==> src/wflag_pkg.sv <==
// shared constants for the write-port flag and almost-full status bus
`default_nettype none
package wflag_pkg;
    localparam int QUEUES = 32;
    localparam int WORD_W = 8;
    localparam int WORDS = 4;
    localparam int ADDR_W = 8;
    localparam int DEV_W = 3;
    localparam int QSEL_W = 5;
    localparam int WIDX_W = 2;
    // address layout: device id on top, queue or status word below
    localparam int DEV_LSB = 5;
    localparam int QSEL_LSB = 0;
    localparam int WIDX_LSB = 0;
    localparam logic [WIDX_W-1:0] FIRST_WORD = 2'h0;
    localparam logic [WIDX_W-1:0] LAST_WORD = 2'h3;
    localparam logic [DEV_W-1:0] CHAIN_HEAD = 3'h0;
    // full flag shows the new queue from the third cycle after selection
    localparam logic [1:0] FLAG_SETTLE = 2'h3;
    localparam logic [1:0] SETTLE_START = 2'h1;
    localparam logic [WORD_W-1:0] BUS_IDLE = 8'hff;
    localparam logic [ADDR_W-1:0] ADDR_RST = 8'h00;
endpackage
`default_nettype wire

==> src/wflag_if.sv <==
// write-port flag pins between the queue device and the write controller
`timescale 1ns/1ps
`default_nettype none
interface wflag_if;
    // write-side selection and strobe, from the controller
    logic [wflag_pkg::ADDR_W-1:0] write_queue_address;
    logic write_address_enable;
    logic almost_full_bus_strobe;
    logic flag_bus_mode_select;
    logic almost_full_token_in;
    // device drives, each tri-statable pin split into value and enable
    logic input_ready_drv;
    logic input_ready_oe;
    logic [wflag_pkg::WORD_W-1:0] almost_full_drv;
    logic almost_full_oe;
    logic almost_full_bus_sync;
    logic almost_full_token_out;
    logic serial_enable_out;
    // resolved lines; undriven lines float high through pull-ups
    logic queue_full_flag;
    logic [wflag_pkg::WORD_W-1:0] almost_full_status_bus;
    assign queue_full_flag = input_ready_oe ? input_ready_drv : 1'b1;
    assign almost_full_status_bus = almost_full_oe ? almost_full_drv : wflag_pkg::BUS_IDLE;

    modport device (
        input write_queue_address, write_address_enable, almost_full_bus_strobe,
        input flag_bus_mode_select, almost_full_token_in,
        output input_ready_drv, input_ready_oe, almost_full_drv, almost_full_oe,
        output almost_full_bus_sync, almost_full_token_out, serial_enable_out
    );
    modport host (
        output write_queue_address, write_address_enable, almost_full_bus_strobe,
        output flag_bus_mode_select, almost_full_token_in,
        input queue_full_flag, almost_full_status_bus, almost_full_bus_sync,
        input almost_full_token_out, serial_enable_out
    );
endinterface
`default_nettype wire

==> src/write_flag_device.sv <==
// device end: full flag and almost-full status bus of the write port
// Behaviour
// - full flag shows new queue third cycle
// - writer writes only when flag high
// - only selected device drives full flag
// - flag drive starts next cycle after selection
// - full flag changes only on clock
// - mode input sampled at first edge after reset release: polled/direct
// - writer holds mode input steady always
// - direct mode strobe loads addressed status word
// - strobe held low in polled mode
// - no strobe before programming done
// - polled mode cycles four words, one per edge
// - sync high while word one shown
// - token pulses with fourth word; next follows
// - single device: token looped or tied low
`timescale 1ns/1ps
`default_nettype none
module write_flag_device (
    // clock, reset, enable
    input wire logic clk,
    input wire logic resetn,
    input wire logic clk_en,
    // pins toward the write controller
    wflag_if.device link,
    // queue core status and straps
    input wire logic [wflag_pkg::DEV_W-1:0] device_id,
    input wire logic [wflag_pkg::QUEUES-1:0] queue_full,
    input wire logic [wflag_pkg::QUEUES-1:0] queue_almost_full,
    input wire logic programming_done,
    // observation
    output logic polled_mode,
    output logic [wflag_pkg::QSEL_W-1:0] active_queue
);
    typedef enum logic [1:0] {
        ST_CONFIG,
        ST_DIRECT,
        ST_POLL_WAIT,
        ST_POLL_SCAN
    } bus_state_t;

    // true when an address on the bus names this device
    function automatic logic addr_hits(input logic [wflag_pkg::ADDR_W-1:0] addr,
                                       input logic [wflag_pkg::DEV_W-1:0] id);
        addr_hits = addr[wflag_pkg::DEV_LSB +: wflag_pkg::DEV_W] == id;
    endfunction

    bus_state_t state_r, state_nxt;
    logic polled_r, polled_nxt;
    logic [wflag_pkg::DEV_W-1:0] dev_id_r, dev_id_nxt;
    logic owner_r, owner_nxt;
    logic [wflag_pkg::QSEL_W-1:0] qsel_r, qsel_nxt;
    logic [wflag_pkg::QSEL_W-1:0] qstage_r, qstage_nxt;
    logic ready_r, ready_nxt;
    logic present_r, present_nxt;
    logic [wflag_pkg::WIDX_W-1:0] widx_r, widx_nxt;
    logic [wflag_pkg::WORD_W-1:0] word_r, word_nxt;
    logic sync_r, sync_nxt;
    logic token_r, token_nxt;
    logic serial_enable_out_r, serial_enable_out_nxt;
    logic [wflag_pkg::WIDX_W-1:0] pick_idx;
    logic [wflag_pkg::WORD_W-1:0] pick_word;
    logic sel_hit;
    logic strobe_hit;

    // one word selector shared by the direct and the polled paths
    af_word_select u_word (
        .almost_full(queue_almost_full),
        .idx(pick_idx),
        .word(pick_word)
    );

    assign sel_hit = link.write_address_enable && addr_hits(link.write_queue_address, dev_id_r);
    assign strobe_hit = link.almost_full_bus_strobe && addr_hits(link.write_queue_address, dev_id_r);

    // index of the word loaded at this edge
    always_comb
    begin
        if (state_r == ST_DIRECT)
        begin
            pick_idx = link.write_queue_address[wflag_pkg::WIDX_LSB +: wflag_pkg::WIDX_W];
        end
        else if (state_r == ST_POLL_SCAN)
        begin
            pick_idx = widx_r;
        end
        else
        begin
            pick_idx = wflag_pkg::FIRST_WORD;
        end
    end

    // write-queue selection and full flag pipeline
    always_comb
    begin
        owner_nxt = owner_r;
        qsel_nxt = qsel_r;
        if (link.write_address_enable)
        begin
            // any selection moves ownership; losers release the line next cycle
            owner_nxt = sel_hit;
            if (sel_hit)
            begin
                qsel_nxt = link.write_queue_address[wflag_pkg::QSEL_LSB +: wflag_pkg::QSEL_W];
            end
        end
        // extra stage so the new queue shows from the third cycle on
        qstage_nxt = qsel_r;
        // flag high means room; updated only at the clock edge
        ready_nxt = ~queue_full[qstage_r];
    end

    // flag-bus mode, chain position and status word sequencing
    always_comb
    begin
        state_nxt = state_r;
        polled_nxt = polled_r;
        dev_id_nxt = dev_id_r;
        present_nxt = present_r;
        widx_nxt = widx_r;
        word_nxt = word_r;
        sync_nxt = 1'b0;
        token_nxt = 1'b0;
        serial_enable_out_nxt = ~programming_done;
        case (state_r)
            ST_CONFIG:
            begin
                // straps caught at the first edge after reset release
                polled_nxt = link.flag_bus_mode_select;
                dev_id_nxt = device_id;
                widx_nxt = wflag_pkg::FIRST_WORD;
                if (!link.flag_bus_mode_select)
                begin
                    state_nxt = ST_DIRECT;
                end
                else if (device_id == wflag_pkg::CHAIN_HEAD)
                begin
                    // head of the chain starts the scan without a token
                    state_nxt = ST_POLL_SCAN;
                end
                else
                begin
                    state_nxt = ST_POLL_WAIT;
                end
            end
            ST_DIRECT:
            begin
                if (link.almost_full_bus_strobe)
                begin
                    // a strobe for another device releases our bus
                    present_nxt = strobe_hit;
                    if (strobe_hit)
                    begin
                        word_nxt = pick_word;
                    end
                end
            end
            ST_POLL_WAIT:
            begin
                if (link.almost_full_token_in)
                begin
                    // token seen: word one goes out on this edge
                    word_nxt = pick_word;
                    sync_nxt = 1'b1;
                    present_nxt = 1'b1;
                    widx_nxt = wflag_pkg::FIRST_WORD + 2'h1;
                    state_nxt = ST_POLL_SCAN;
                end
                else
                begin
                    present_nxt = 1'b0;
                end
            end
            ST_POLL_SCAN:
            begin
                word_nxt = pick_word;
                present_nxt = 1'b1;
                sync_nxt = widx_r == wflag_pkg::FIRST_WORD;
                token_nxt = widx_r == wflag_pkg::LAST_WORD;
                widx_nxt = widx_r + 2'h1;
                if (widx_r == wflag_pkg::LAST_WORD)
                begin
                    // hand the bus on; a looped token brings us straight back
                    state_nxt = ST_POLL_WAIT;
                    widx_nxt = wflag_pkg::FIRST_WORD;
                end
            end
            default:
            begin
                state_nxt = ST_CONFIG;
            end
        endcase
    end

    // registers; clk_en low freezes everything
    always_ff @(posedge clk or negedge resetn)
    begin
        if (!resetn)
        begin
            state_r <= ST_CONFIG;
            polled_r <= 1'b0;
            dev_id_r <= '0;
            owner_r <= 1'b0;
            qsel_r <= '0;
            qstage_r <= '0;
            ready_r <= 1'b1;
            present_r <= 1'b0;
            widx_r <= wflag_pkg::FIRST_WORD;
            word_r <= wflag_pkg::BUS_IDLE;
            sync_r <= 1'b0;
            token_r <= 1'b0;
            serial_enable_out_r <= 1'b1;
        end
        else if (clk_en)
        begin
            state_r <= state_nxt;
            polled_r <= polled_nxt;
            dev_id_r <= dev_id_nxt;
            owner_r <= owner_nxt;
            qsel_r <= qsel_nxt;
            qstage_r <= qstage_nxt;
            ready_r <= ready_nxt;
            present_r <= present_nxt;
            widx_r <= widx_nxt;
            word_r <= word_nxt;
            sync_r <= sync_nxt;
            token_r <= token_nxt;
            serial_enable_out_r <= serial_enable_out_nxt;
        end
    end

    // pins, all straight from flops
    assign link.input_ready_drv = ready_r;
    assign link.input_ready_oe = owner_r;
    assign link.almost_full_drv = word_r;
    assign link.almost_full_oe = present_r;
    assign link.almost_full_bus_sync = sync_r;
    assign link.almost_full_token_out = token_r;
    assign link.serial_enable_out = serial_enable_out_r;
    assign polled_mode = polled_r;
    assign active_queue = qsel_r;
endmodule
`default_nettype wire

==> src/af_word_select.sv <==
// picks one eight-queue almost-full status word, active low
`timescale 1ns/1ps
`default_nettype none
module af_word_select (
    // per-queue almost-full, active high
    input wire logic [wflag_pkg::QUEUES-1:0] almost_full,
    // word index
    input wire logic [wflag_pkg::WIDX_W-1:0] idx,
    // status word, one low bit per almost-full queue
    output logic [wflag_pkg::WORD_W-1:0] word
);
    // bit b of word w is queue w*8+b
    genvar b;
    generate
        for (b = 0; b < wflag_pkg::WORD_W; b++)
        begin : g_bit
            assign word[b] = ~almost_full[{idx, 3'(b)}];
        end
    endgenerate
endmodule
`default_nettype wire

==> src/flat_wrapper.sv <==
// flat-port wrapper written by rule: the top's interface ports become plain ports
module write_flag_device_flat 
  (clk, resetn, clk_en, device_id, queue_full, queue_almost_full, programming_done, polled_mode, active_queue, link_write_queue_address, link_write_address_enable, link_almost_full_bus_strobe, link_flag_bus_mode_select, link_almost_full_token_in, link_input_ready_drv, link_input_ready_oe, link_almost_full_drv, link_almost_full_oe, link_almost_full_bus_sync, link_almost_full_token_out, link_serial_enable_out);
  wflag_if link_i ();
  input wire logic clk;
  input wire logic resetn;
  input wire logic clk_en;
  input wire logic [wflag_pkg::DEV_W-1:0] device_id;
  input wire logic [wflag_pkg::QUEUES-1:0] queue_full;
  input wire logic [wflag_pkg::QUEUES-1:0] queue_almost_full;
  input wire logic programming_done;
  output logic polled_mode;
  output logic [wflag_pkg::QSEL_W-1:0] active_queue;
  input wire logic [$bits(link_i.write_queue_address)-1:0] link_write_queue_address;
  input wire logic [$bits(link_i.write_address_enable)-1:0] link_write_address_enable;
  input wire logic [$bits(link_i.almost_full_bus_strobe)-1:0] link_almost_full_bus_strobe;
  input wire logic [$bits(link_i.flag_bus_mode_select)-1:0] link_flag_bus_mode_select;
  input wire logic [$bits(link_i.almost_full_token_in)-1:0] link_almost_full_token_in;
  output wire logic [$bits(link_i.input_ready_drv)-1:0] link_input_ready_drv;
  output wire logic [$bits(link_i.input_ready_oe)-1:0] link_input_ready_oe;
  output wire logic [$bits(link_i.almost_full_drv)-1:0] link_almost_full_drv;
  output wire logic [$bits(link_i.almost_full_oe)-1:0] link_almost_full_oe;
  output wire logic [$bits(link_i.almost_full_bus_sync)-1:0] link_almost_full_bus_sync;
  output wire logic [$bits(link_i.almost_full_token_out)-1:0] link_almost_full_token_out;
  output wire logic [$bits(link_i.serial_enable_out)-1:0] link_serial_enable_out;
  assign link_i.write_queue_address = link_write_queue_address;
  assign link_i.write_address_enable = link_write_address_enable;
  assign link_i.almost_full_bus_strobe = link_almost_full_bus_strobe;
  assign link_i.flag_bus_mode_select = link_flag_bus_mode_select;
  assign link_i.almost_full_token_in = link_almost_full_token_in;
  assign link_input_ready_drv = link_i.input_ready_drv;
  assign link_input_ready_oe = link_i.input_ready_oe;
  assign link_almost_full_drv = link_i.almost_full_drv;
  assign link_almost_full_oe = link_i.almost_full_oe;
  assign link_almost_full_bus_sync = link_i.almost_full_bus_sync;
  assign link_almost_full_token_out = link_i.almost_full_token_out;
  assign link_serial_enable_out = link_i.serial_enable_out;
  write_flag_device u_core (.clk(clk), .resetn(resetn), .clk_en(clk_en), .link(link_i), .device_id(device_id), .queue_full(queue_full), .queue_almost_full(queue_almost_full), .programming_done(programming_done), .polled_mode(polled_mode), .active_queue(active_queue));
endmodule
==> config.mk <==
export PLATFORM = sky130hd
export DESIGN_NAME = write_flag_device_flat
export DESIGN_NICKNAME = d
export VERILOG_FILES = /design/src/wflag_pkg.sv /design/src/wflag_if.sv /design/src/write_flag_device.sv /design/src/af_word_select.sv /design/src/flat_wrapper.sv
export SDC_FILE = /design/constraint.sdc
export NUM_CORES = 1
export LEC_CHECK = 0
export BUFFER_PORTS_ARGS = -buffer_cell sky130_fd_sc_hd__buf_2
export CAP_MARGIN = 0
export CORE_ASPECT_RATIO = 0.5
export CORE_UTILIZATION = 41
export DETAILED_ROUTE_END_ITERATION = 7
export GPL_ROUTABILITY_DRIVEN = 0
export PLACE_DENSITY = 0.87
export SLEW_MARGIN = 20
export SYNTH_ARGS = -nofsm -noshare
export SYNTH_HDL_FRONTEND = slang
export SYNTH_SLANG_ARGS = --single-unit
==> constraint.sdc <==
create_clock -name clk -period 1.7 [get_ports clk]
set_input_delay 0.17 -clock clk [delete_from_list [all_inputs] [get_ports clk]]
set_output_delay 0.17 -clock clk [all_outputs]
set_load 0.01 [all_outputs]
# --- Word level (Yosys, flattened, before mapping) ---
# Cells that the tools add are included.
op_classes:
  n_addsub: 1
  n_lt_le_gt_ge: 9
  n_eq_ne: 9
  mux: 37
  bitwise: 10
  reduce_logical: 14
op_table:
  columns: ["operator", "count"]
  rows:
  - ["$lt A5 B6 Y1 const B", 9]
  - ["$mux W8", 3]
  - ["$pmux W8 S3", 1]
  - ["$bmux W1 S2", 8]
  - ["$mux W2", 7]
  - ["$mux W1", 13]
  - ["$pmux W2 S3", 2]
  - ["$not A1 Y1", 10]
  - ["$reduce_and A3 Y1", 3]
  - ["$eq A2 B2 Y1 const B", 3]
  - ["$ne A2 B2 Y1 const B", 3]
  - ["$reduce_bool A3 Y1", 2]
  - ["$bmux W1 S5", 1]
  - ["$reduce_and A5 Y1", 1]
  - ["$logic_not A2 Y1", 2]
  - ["$reduce_and A2 Y1", 2]
  - ["$reduce_and A4 Y1", 1]
  - ["$eq A3 B3 Y1", 1]
  - ["$logic_not A3 Y1", 1]
  - ["$pmux W1 S3", 1]
  - ["$add A2 B1 Y2 const B", 1]
  - ["$eq A2 B1 Y1 const B", 1]
  - ["$logic_and A1 B1 Y1", 2]
  - ["$ne A2 B1 Y1 const B", 1]
  - ["$pmux W1 S2", 1]
totals:
  ff_bits: 32
  output_inout_bits: 20

# --- Depth between registers and ports, before layout ---
# Gate-level depths: netlist of run 1.
depth:
  ltp_word: 9
  mapped_depth: 7
  depth_no_buf: 5

# --- Modules after synthesis ---
# From an unflattened synthesis of run 1, not the netlist that was laid out.
hier_totals:
  cells_unflattened: 166
  area_unflattened_um2: 1996.9
by_module_without_submodules:
  columns: ["mod", "instances", "cells_per_inst", "area_each_um2", "seq_area_each_um2"]
  rows:
  - ["write_flag_device", 1, 148, 1764.2, 813.3]
  - ["af_word_select", 1, 18, 232.7, 0.0]

# --- Least setup slack after synthesis of run 1 ---
# No wires, ideal clock.
synth_path:
  path_kind: "register to register"
  start: "register u_core.state_r[1]"
  end: "register u_core.word_r (netlist bit u_core.link.almost_full_drv[0])"
  setup_time_ps: 68
  arrival_ps: 1583
  slack_ps: 49
  stages_incl_launch_ff: 6
  path_buffers: 1
  cell_sequence: "dfrtp_1 buf_6 mux2_4 nand2_4 mux4_2 a21oi_2"
synth_via:
  elab_chain_cells: 9
synth_lines:
  columns: ["element", "line_no", "rtl"]
  rows:
  - ["start: declaration", "write_flag_device.sv:48", "bus_state_t state_r, state_nxt;"]
  - ["start signal: assignment", "write_flag_device.sv:216", "state_r <= state_nxt;"]
  - ["$eq A2 B2 Y1", "write_flag_device.sv:83, write_flag_device.sv:125", null]
  - ["$mux W2", "write_flag_device.sv:83", "else if (state_r == ST_POLL_SCAN)"]
  - ["$mux W2", "write_flag_device.sv:79", "if (state_r == ST_DIRECT)"]
  - ["$bmux W1 S2", "af_word_select.sv:17", "assign word[b] = ~almost_full[{idx, 3'(b)}];"]
  - ["$mux W1 (not written as such)", "af_word_select.sv:17", null]
  - ["$not A1 Y1", "af_word_select.sv:17", null]
  - ["$mux W8", "write_flag_device.sv:152", "if (strobe_hit)"]
  - ["$mux W8", "write_flag_device.sv:148", "if (link.almost_full_bus_strobe)"]
  - ["$pmux W8 S3", "write_flag_device.sv:125", "case (state_r)"]
  - ["end signal: assignment", "write_flag_device.sv:209", "word_r <= wflag_pkg::BUS_IDLE;"]
  - ["end signal: assignment", "write_flag_device.sv:225", "word_r <= word_nxt;"]
  - ["end: declaration", "write_flag_device.sv:57", "logic [wflag_pkg::WORD_W-1:0] word_r, word_nxt;"]
# Several ways; a longest one is shown, not always the timed one. The select of a mux whose other input is x is not followed.
# A chain may end at the register's enable or synchronous reset.

# --- Final worst setup path of run 1 ---
# Same ends and word-level chain as after synthesis.

==> run_results.csv, run 1 <==
group,metric,value,unit
grt,grt_use_total,0.194,
drt,detail_route.iter0.violations,31,
sta,clock_skew,0.00229,ns
synth,synth_top_area_frac,0.284,
floorplanning,dieWidth,99.2,microns
synth,syn_nets,249,
place,place_ws,0.0414,ns
synth,yosys_warnings,0,
place,portBuffers,102,
drt,avgRoutedWirePerCell,14.3,microns
clock_network,clk_path_buf_depth,2,
status,status,"finished, final reports clean",
hold_path,hold_depth,2,
sta,final_hold_viol_count,0,
flow_run,maxCapViolCount,0,
sta,tightest_slew,0.695,ns
grt,grt_antenna_before_repair,0,
worst_setup_path,critical_path_class,"flip-flop to flip-flop",
sta,fmax,608,MHz
worst_setup_path,required,1.90,ns
sta,finalMaxSlewViolations,0,
clock_network,root_buffer,"clkbuf_8",
sta,setup_violations,0,
layout,syn_to_final_growth,36.7,%
layout,nFillCells,371,
worst_setup_path,cp.depth,4,
worst_setup_path,critPathSlowestCell,"mux4_2",
drt,drc,0,
floorplanning,dieArea,5020,sq um
worst_setup_path,path_buf_inv,0,
floorplanning,start_util,0.434,
synth,post_synth_num_cell_types,39,
grt,grt_max_degree,33,
drt,totalWireLength,4740,microns
worst_setup_path,crit_chain,"mux2_4 -> nand2_8 -> mux4_2 -> a21oi_2",
floorplanning,die_h,50.6,microns
worst_setup_path,arrival,1.85,ns
drt,via_per_inst,5.22,
worst_setup_path,max_stage_delay,0.52,ns
sta,period_needed,1.64,ns
clock_network,cts_inserted_buffers,5,
synth,synth_seq_cells,32,
pwr,p_per_area,1640,nW/um^2
grt,grt_pass1_vias,1732,
sta,min_period_over_period,0.967,
synth,synth_area_leaders,"dfrtp_1 28%, dfstp_2 14%, mux4_2 9.3%",
synth,syn_avg_cell_area,11.8,sq um
place,hpwl,3730,microns
synth,yosysTopAreaCell,"dfrtp_1",
layout,num_antenna_cells,0,
floorplanning,core.rowCount,17,
clock_network,clkTransAtPathRegs,0.06,ns
grt,grt_first_pass_wirelength,7570,microns
drt,antenna_left,0,
clock_network,cts_num_sinks,32,
clock_network,cts_tree,"yes",
clock_network,cts-htree-levels,2,
worst_setup_path,endpoint_kind,"flip-flop",
grt,gr-total-overflow,0,
drt,first_pass_iters,4,
worst_setup_path,startpoint_type,"flip-flop",
hold_path,hold_path_class,"primary input to flip-flop",
clock_network,clk_latency,0.27,ns
worst_setup_path,critPathTopFamily,"multiplexers",
synth,syn_area,1940,sq um
sta,worst_slack,0.0562,ns
layout,fin_nets,358,
floorplanning,coreArea,4470,sq um
worst_setup_path,cp_max_fo,8,
synth,seq_area_frac_synth,0.420,
pwr,p_leak,1.29,nW
pwr,peakVddDrop,644,uV
sta,timing.hold.ws,0.0424,ns
layout,drive_gt1_frac,0.599,
worst_setup_path,worstRegToRegCells,4,
synth,synth_cells,164,
drt,vias,1727,
sta,maxSlewHeadroom,0.537,
floorplanning,top_level_ports,103,
-- Yosys cell counts --
master / number
a21o_1: 1
a21oi_1: 3
a21oi_2: 8
a22o_1: 1
a22oi_1: 4
a2bb2oi_1: 1
a311oi_1: 2
a31o_2: 2
a31oi_1: 2
a32oi_1: 1
and3_1: 1
and3_2: 1
buf_2: 2
buf_6: 4
clkbuf_1: 1
dfrtp_1: 22
dfstp_2: 10
ha_1: 2
inv_1: 7
mux2_2: 14
mux2_4: 1
mux2i_1: 16
mux4_2: 8
nand2_1: 13
nand2_4: 1
nand2b_1: 1
nand3_1: 1
nand4_1: 2
nor2_1: 9
nor2_2: 1
nor2b_1: 3
nor3_1: 2
nor4_4: 1
o21ai_0: 8
o2bb2ai_1: 2
o311ai_0: 1
o41ai_1: 1
o41ai_2: 1
xor2_1: 3
-- layout make-up --
| class | count | area, sq um | share of cell area |
|---|---|---|---|
| Tap cell | 57 | 71.3 | 0.0269 |
| Sequential cell | 32 | 813 | 0.307 |
| Timing Repair Buffer | 109 | 591 | 0.223 |
| Multi-Input combinational cell | 118 | 1060 | 0.399 |
| Inverter | 7 | 26.3 | 0.00992 |
| Clock buffer | 8 | 90.1 | 0.0340 |
-- per-stage QoR --
stage | total power [mW] | utilization | setup TNS, ns | area [sq um] | instances
after floorplan | 3.08 | - | 0 | 1940 | 164
after global placement | 3.61 | 0.567 | 0 | 2530 | 322
after detailed placement | 3.74 | 0.567 | 0 | 2530 | 322
after CTS | 4.33 | 0.589 | 0 | 2630 | 331
after global routing | 4.66 | 0.593 | -0.00611 | 2650 | 331
final | 4.35 | 0.593 | 0 | 2650 | 331
-- power breakdown --
| part | leakage (nW) | internal (mW) | switching [mW] | total, mW |
|---|---|---|---|---|
| combinational | 0.872 | 1.17 | 1.09 | 2.27 |
| sequential | 0.372 | 1.20 | 0.306 | 1.50 |
| clock | 0.0455 | 0.330 | 0.252 | 0.581 |
-- worst register-to-register path, stage by stage, from the launching register on --
cell and delay [ns]:
dfrtp_1 0.42, mux2_4 0.35, nand2_8 0.13, mux4_2 0.52, a21oi_2 0.16
-- worst paths after layout --
kind / startpoint / endpoint / slack [ns]
worst max-delay path: u_core.state_r[1] / u_core.link.almost_full_drv[0] / 0.06
worst max register to register: u_core.state_r[1] / u_core.link.almost_full_drv[0] / 0.06
worst min register to register: u_core.link.serial_enable_out / u_core.link.serial_enable_out / 0.48
max in group asynchronous: resetn / u_core.qstage_r[0] / 0.77
worst min-delay path: programming_done / u_core.link.serial_enable_out / 0.04
min in group asynchronous: resetn / u_core.dev_id_r[0] / 0.47
-- cell usage in the layout (no fill, tap or decap), types with 4 or more instances in the layout --
| cell type | instances |
|---|---|
| nand2_1 | 12 |
| dfstp_2 | 10 |
| buf_4 | 4 |
| dfrtp_1 | 22 |
| o21ai_0 | 8 |
| a22oi_1 | 4 |
| mux2i_1 | 16 |
| a21oi_2 | 8 |
| nor2_1 | 9 |
| inv_1 | 7 |
| buf_2 | 102 |
| mux2_2 | 14 |
| clkbuf_8 | 6 |
| mux4_2 | 8 |
-- state kept, by name, summed over array words and instances, names as in the netlist --
register	flops
u_core.link.almost_full_drv	8
u_core.active_queue	5
u_core.qstage_r	5
u_core.dev_id_r	3
u_core.state_r	2
u_core.widx_r	2
u_core.link.almost_full_bus_sync	1
u_core.link.almost_full_oe	1
u_core.link.almost_full_token_out	1
u_core.link.input_ready_drv	1
u_core.link.input_ready_oe	1
u_core.link.serial_enable_out	1
u_core.polled_mode	1
-- timing repair --
action                                 CTS  global route
endpoints found under the hold margin   22             0
hold buffers                             1             0
resized for setup                        0             3
buffers inserted                         0             0
setup endpoints to repair                0             8
-- layer usage --
layer / vias to the layer above / global-route usage / wire length (microns)
li1: 832 / - / -
met1: 830 / 0.215 / 1950
met2: 57 / 0.365 / 2460
met3: 8 / 0.0501 / 266
met4: 0 / 0.0686 / 65
met5: - / 0 / 0
-- cell families after synthesis --
kind of cell / count (synthesis) / share of synthesized area
muxes: 39 / 0.265
AOI/OAI and AO/OA: 38 / 0.148
and+or+nand+nor: 36 / 0.0968
DFF: 32 / 0.420
buffers and inverters: 14 / 0.0439
xor gates and xnor gates: 3 / 0.0136
adders and majority gates: 2 / 0.0129
Power figures use the tool's default switching activity.
==> run 2, diff against run 1 <==
Settings changed: CTS_CLUSTER_SIZE from default to 30, PLACE_DENSITY 0.87 to 0.86, SYNTH_HIERARCHICAL from default to 1.
==> run 2 against run 1 <==
  * Synthesized cell count up 1.2%
  * First-iteration DRC count increased by 26%
  * Die area up 2.9%
  * Count of clock-buffer cells in the layout fell by 3
  * Flip-flop and latch count unchanged
  * Clock skew is 0.0058 ns higher
  * Sequential share of layout area is 0.93 points lower
  * Sequential power barely moved
  * Critical path depth increased by 2
  * Non-clock buffer count increased by 3
  * Largest cell class unchanged
==> run_results.csv, run 2 <==
group,metric,value,unit
status,status,"finished, final reports clean",
drt,avgRoutedWirePerCell,14.4,microns
pwr,seqPwrFrac,0.325,
floorplanning,core.rowCount,17,
floorplanning,die_h,51.4,microns
place,portBuffers,102,
grt,grt_antenna_before_repair,0,
layout,fin_util,0.603,
floorplanning,start_util,0.441,
sta,min_period_over_period,0.976,
worst_setup_path,critPathTopFamily,"multiplexers",
worst_setup_path,reg2reg_from,"u_core/state_r[1]",
place,placed_cells,332,
sta,timing.hold.ws,0.0308,ns
pwr,switchingPower,1.63,mW
worst_setup_path,crit_chain,"mux2i_1 -> nor2_1 -> buf_6 -> mux4_2 -> inv_1 -> mux2_4",
synth,synth_area_leaders,"dfrtp_1 28%, dfstp_2 13%, mux2i_1 9.5%",
clock_network,clk_path_buf_depth,2,
synth,syn_area,2000,sq um
synth,synth-edff-count,0,
sta,clock_skew,0.00814,ns
synth,seq_area_frac_synth,0.407,
worst_setup_path,arrival,1.89,ns
drt,via_per_inst,5.02,
synth,synth_seq_cells,32,
worst_setup_path,critPathSlowestCell,"mux4_2",
synth,yosys_warnings,6,
floorplanning,coreArea,4530,sq um
sta,tightest_slew,0.700,ns
layout,fin_nets,363,
sta,rsz0062_at_grt,"no",
worst_setup_path,startpoint,"u_core/state_r[1]",
synth,syn_avg_cell_area,12.0,sq um
drt,totalWireLength,4980,microns
hold_path,min_from,"programming_done",
grt,gr-total-overflow,0,
worst_setup_path,cp_max_fo,8,
synth,async_reset_ff_frac,1.00,
drt,dr.max_layer_used,"met4",
grt,grt_pass1_vias,1658,
pwr,intPower,2.96,mW
sta,final.setup.tns,0,ns
clock_network,cts-htree-levels,2,
clock_network,root_buffer,"clkbuf_8",
worst_setup_path,endpoint_kind,"flip-flop",
floorplanning,dieArea,5170,sq um
pwr,power.share.clock,0.157,
pwr,p_sw_frac,0.356,
layout,final_cells,345,
sta,period_needed,1.66,ns
clock_network,cts_tree,"yes",
worst_setup_path,path_buf_inv,2,
layout,layout_common_cells,"102 x buf_2, 22 x dfrtp_1, 19 x mux2i_1, 13 x nand2_1, 11 x inv_1",
synth,synth_ff_type,"dfrtp_1",
grt,grt_use_total,0.191,
layout,largest_register_ffs,8,
sta,setup_violations,0,
synth,synth_cells,166,
grt,grt_max_degree,33,
clock_network,cts_inserted_buffers,5,
clock_network,cts_num_sinks,32,
synth,syn_nets,251,
pwr,pwr-share-comb,0.518,
layout,nFillCells,375,
sta,fmax,602,MHz
worst_setup_path,critical_path_class,"flip-flop to flip-flop",
layout,final_common_cell,"buf_2",
sta,maxSlewHeadroom,0.533,
floorplanning,top_level_ports,103,
synth,synth_common_cells,"22 x dfrtp_1, 19 x mux2i_1, 13 x nand2_1",
grt,grt_first_pass_wirelength,7480,microns
worst_setup_path,startpoint_type,"flip-flop",
drt,drc,0,
pwr,peakVddDrop,716,uV
floorplanning,dieWidth,101,microns
synth,post_synth_num_cell_types,45,
layout,syn_to_final_growth,36.8,%
synth,synth.most_common_cell,"dfrtp_1",
layout,regArea,813,sq um
layout,drive_gt1_frac,0.591,
clock_network,clk_latency,0.28,ns
drt,vias,1732,
worst_setup_path,required,1.93,ns
sta,final_hold_viol_count,0,
clock_network,clkTransAtPathRegs,0.07,ns
drt,detail_route.iter0.violations,39,
pwr,p_total,4.59,mW
layout,multi_input_area,1070,sq um
sta,finalMaxSlewViolations,0,
drt,wl_met1,2050,microns
flow_run,maxCapViolCount,0,
place,hpwl,3750,microns
pwr,p_leak,1.39,nW
drt,antenna_left,0,
hold_path,hold_path_class,"primary input to flip-flop",
synth,synth_top_area_frac,0.276,
drt,route.met2.wl,2570,microns
synth,yosysTopAreaCell,"dfrtp_1",
drt,wl_met3,296,microns
layout,num_antenna_cells,0,
drt,first_pass_iters,4,
pwr,p_per_area,1680,nW/um^2
worst_setup_path,max_stage_delay,0.52,ns
-- run 2: cell types whose count changed in the layout (fill, tap and decap cells not counted), sizes merged, moves of 2 or more --
| cell | previous run | this run |
|---|---|---|
| a21oi | 11 | 4 |
| buf | 108 | 111 |
| clkbuf | 8 | 5 |
| inv | 7 | 13 |
| mux2 | 15 | 21 |
| mux2i | 16 | 19 |
| nand3 | 1 | 3 |
| nor2 | 10 | 5 |
| nor2b | 3 | 1 |
| xnor2 | 0 | 3 |
| xor2 | 3 | 0 |
-- run 2: through the flow --
step / area (sq um) / setup WS [ns]
after CTS: 2700 / 0.0241
after floorplan: 2000 / 0.00892
after global routing: 2730 / 0.00340
after global placement: 2570 / 0.160
after detailed placement: 2570 / 0.0954
final: 2730 / 0.0401
-- run 2: repair_timing --
item                       CTS  global route
hold endpoints to repair    22             0
setup endpoints to repair    0             6
buffers inserted             0             4
hold buffers                 1             0
resized for setup            0             2
-- run 2: cell type report --
type                            count  share of cell area
Sequential cell                    32               0.298
Timing Repair Buffer              112               0.223
Clock inverter                      3              0.0156
Clock buffer                        5              0.0252
Multi-Input combinational cell    114               0.391
Inverter                           13              0.0179
Tap cell                           66              0.0302
-- run 2: cell families after synthesis --
logic type / Yosys count / synth area share
AO/OA/AOI/OAI: 27 / 0.0965
adder cells (fa/ha/maj): 2 / 0.0125
multiplexers: 48 / 0.319
XOR/XNOR: 3 / 0.0132
AND/OR/NAND/NOR: 34 / 0.0940
flip-flops: 32 / 0.407
buffers and inverters: 20 / 0.0576
-- run 2: path summary, 6_finish.rpt --
path	end	slack (ns)	cells past startpoint
min in group asynchronous	u_core/widx_r[1]	0.49	2
max	u_core/link.almost_full_drv[1]	0.04	6
max in group asynchronous	u_core/dev_id_r[2]	0.76	2
min	u_core/link.serial_enable_out	0.03	2
max reg2reg	u_core/link.almost_full_drv[1]	0.04	6
min reg2reg	u_core/link.almost_full_token_out	0.48	1
-- run 2: power groups by stage --
stage | logic, mW | registers (mW) | clock network, mW
detailed placement | 2.25 | 1.49 | 0
CTS | 2.26 | 1.48 | 0.737
global placement | 2.15 | 1.46 | 0
finish | 2.38 | 1.49 | 0.722
floorplan | 1.62 | 1.53 | 0
global route | 2.57 | 1.53 | 0.759
-- run 2: per-layer routing --
metal,track usage,vias up
met5,0,-
met4,0.0845,0
met3,0.0383,6
met2,0.347,68
met1,0.222,823
li1,-,835
==> run 3, diff against run 2 <==
--- a/config.mk
+++ b/config.mk
@@ -8,5 +8,5 @@
 export BUFFER_PORTS_ARGS = -buffer_cell sky130_fd_sc_hd__buf_2
 export CAP_MARGIN = 0
-export CORE_ASPECT_RATIO = 0.5
+export CORE_ASPECT_RATIO = 1.5
 export CORE_UTILIZATION = 41
 export CTS_CLUSTER_SIZE = 30
==> constraint.sdc (replaced) <==
create_clock -name clk -period 1.7 [get_ports clk]
set_input_delay 0.17 -clock clk [delete_from_list [all_inputs] [get_ports clk]]
set_output_delay 0.17 -clock clk [all_outputs]
set_load 0.02 [all_outputs]
==> run 3 against run 2 <==
  * Sequential share of layout area up 0.50 points
  * Die area decreased by 0.22%
  * Non-clock buffer count is 3 lower
  * Maximum frequency is 0.35% higher
  * Utilization is 2.1 points lower
  * Clock skew is 0.0031 ns lower
  * Power fell by 2.1%
  * Flip-flop and latch count is the same
  * Register-to-register slack barely moved
  * Count of clock-buffer cells in the layout rose by 3
==> run_results.csv, run 3 (synthesis gave the netlist of run 2 again) <==
group,metric,value,unit
grt,grt_first_pass_wirelength,7660,microns
clock_network,clkTransAtPathRegs,0.06,ns
floorplanning,coreArea,4620,sq um
worst_setup_path,cp_max_fo,8,
worst_setup_path,critical_path_class,"flip-flop to flip-flop",
drt,avgRoutedWirePerCell,14.2,microns
status,status,"finished, final reports clean",
sta,fmax,605,MHz
layout,layout_common_cells,"102 x buf_2, 22 x dfrtp_1, 19 x mux2i_1, 13 x nand2_1, 11 x inv_1",
drt,antenna_left,0,
pwr,p_leak,1.37,nW
place,place_ws,0.0856,ns
clock_network,clk_path_buf_depth,2,
layout,drive_gt1_frac,0.580,
floorplanning,top_level_ports,103,
layout,fin_nets,360,
floorplanning,core.rowCount,30,
grt,grt_pass1_vias,1789,
pwr,peakVddDrop,1010,uV
worst_setup_path,critPathSlowestCell,"mux4_2",
grt,grt_use_total,0.204,
worst_setup_path,endpoint_kind,"flip-flop",
sta,tightest_slew,0.677,ns
clock_network,cts_setup_buffers,0,
floorplanning,dieWidth,59.0,microns
drt,vias,1743,
floorplanning,die_h,87.5,microns
floorplanning,dieArea,5160,sq um
worst_setup_path,required,1.92,ns
sta,clock_skew,0.00505,ns
sta,maxSlewHeadroom,0.548,
layout,fin_util,0.582,
clock_network,cts_inserted_buffers,5,
layout,largest_register_ffs,8,
worst_setup_path,crit_chain,"mux2i_1 -> nor2_1 -> buf_6 -> mux4_2 -> inv_1 -> mux2_4",
drt,via_per_inst,5.13,
clock_network,clk_latency,0.28,ns
sta,worst_slack,0.0458,ns
sta,setup_violations,0,
worst_setup_path,path_buf_inv,2,
layout,final_common_cell,"buf_2",
place,placed_cells,331,
layout,num_antenna_cells,0,
clock_network,cts_tree,"yes",
grt,gr-total-overflow,0,
hold_path,hold_path_class,"primary input to flip-flop",
worst_setup_path,reg2reg_from,"u_core/state_r[1]",
floorplanning,start_util,0.433,
sta,final_hold_viol_count,0,
worst_setup_path,max_stage_delay,0.51,ns
sta,period_needed,1.65,ns
grt,grt_max_degree,33,
pwr,p_total,4.49,mW
flow_run,maxCapViolCount,0,
layout,final_cells,340,
drt,detail_route.iter0.violations,59,
grt,grt_antenna_before_repair,0,
worst_setup_path,startpoint,"u_core/state_r[1]",
worst_setup_path,arrival,1.87,ns
sta,final.setup.tns,0,ns
layout,nFillCells,427,
place,hpwl,3940,microns
worst_setup_path,critPathTopFamily,"multiplexers",
drt,drc,0,
drt,totalWireLength,4830,microns
place,portBuffers,102,
pwr,p_per_area,1670,nW/um^2
sta,finalMaxSlewViolations,0,
clock_network,cts_num_sinks,32,
worst_setup_path,startpoint_type,"flip-flop",
sta,min_period_over_period,0.973,
drt,first_pass_iters,4,
layout,syn_to_final_growth,34.6,%
hold_path,min_from,"programming_done",
clock_network,root_buffer,"clkbuf_8",
clock_network,cts-htree-levels,2,
## run 3: per-layer routing
metal | GRT usage | routed length [microns] | up-vias
met1 | 0.186 | 1660 | 817
met2 | 0.405 | 2730 | 95
met4 | 0.0931 | 80 | 0
li1 | - | - | 825
met5 | 0 | 0 | -
met3 | 0.0446 | 349 | 6
## run 3: through the flow
step	hold slack (ns)	area, sq um
floorplan	-0.126	2000
global placement	0.245	2580
detailed placement	0.256	2580
CTS	0.0266	2680
global route	0.0223	2690
finish	0.0344	2690
## run 3: layout make-up
cell class / count / area (sq um) / share of cell area
Inverter: 13 / 48.8 / 0.0182
Sequential cell: 32 / 813 / 0.303
Clock buffer: 8 / 90.1 / 0.0335
Multi-Input combinational cell: 114 / 1070 / 0.399
Tap cell: 64 / 80.1 / 0.0298
Timing Repair Buffer: 109 / 582 / 0.216
## run 3: timing repair
| action | 4_1_cts | 5_1_grt |
|---|---|---|
| setup endpoints to repair | 0 | 6 |
| resized for setup | 0 | 2 |
| endpoints found under the hold margin | 22 | 0 |
| hold buffers | 1 | 0 |
## run 3: worst register-to-register path: stages (launching register included)
cell and delay [ns]:
dfrtp_1 0.42, mux2i_1 0.14, nor2_1 0.13, buf_6 0.18, mux4_2 0.51, inv_1 0.08
mux2_4 0.14
## run 3: worst paths after layout
kind | endpoint | slack, ns | cells after the start
setup reg to reg | u_core/link.almost_full_drv[3] | 0.05 | 6
hold reg to reg | u_core/link.input_ready_oe | 0.49 | 1
setup / recovery | u_core/link.almost_full_drv[3] | 0.05 | 6
hold / removal | u_core/link.serial_enable_out | 0.03 | 2
min in group asynchronous | u_core/dev_id_r[2] | 0.47 | 2
max in group asynchronous | u_core/qstage_r[4] | 0.79 | 2
## run 3: power by group
| group | leakage (nW) | total [mW] | switching, mW | internal (mW) |
|---|---|---|---|---|
| logic | 0.955 | 2.44 | 1.19 | 1.25 |
| clock network | 0.0455 | 0.580 | 0.251 | 0.329 |
| registers | 0.370 | 1.47 | 0.274 | 1.20 |
| total | 1.37 | 4.49 | 1.72 | 2.78 |
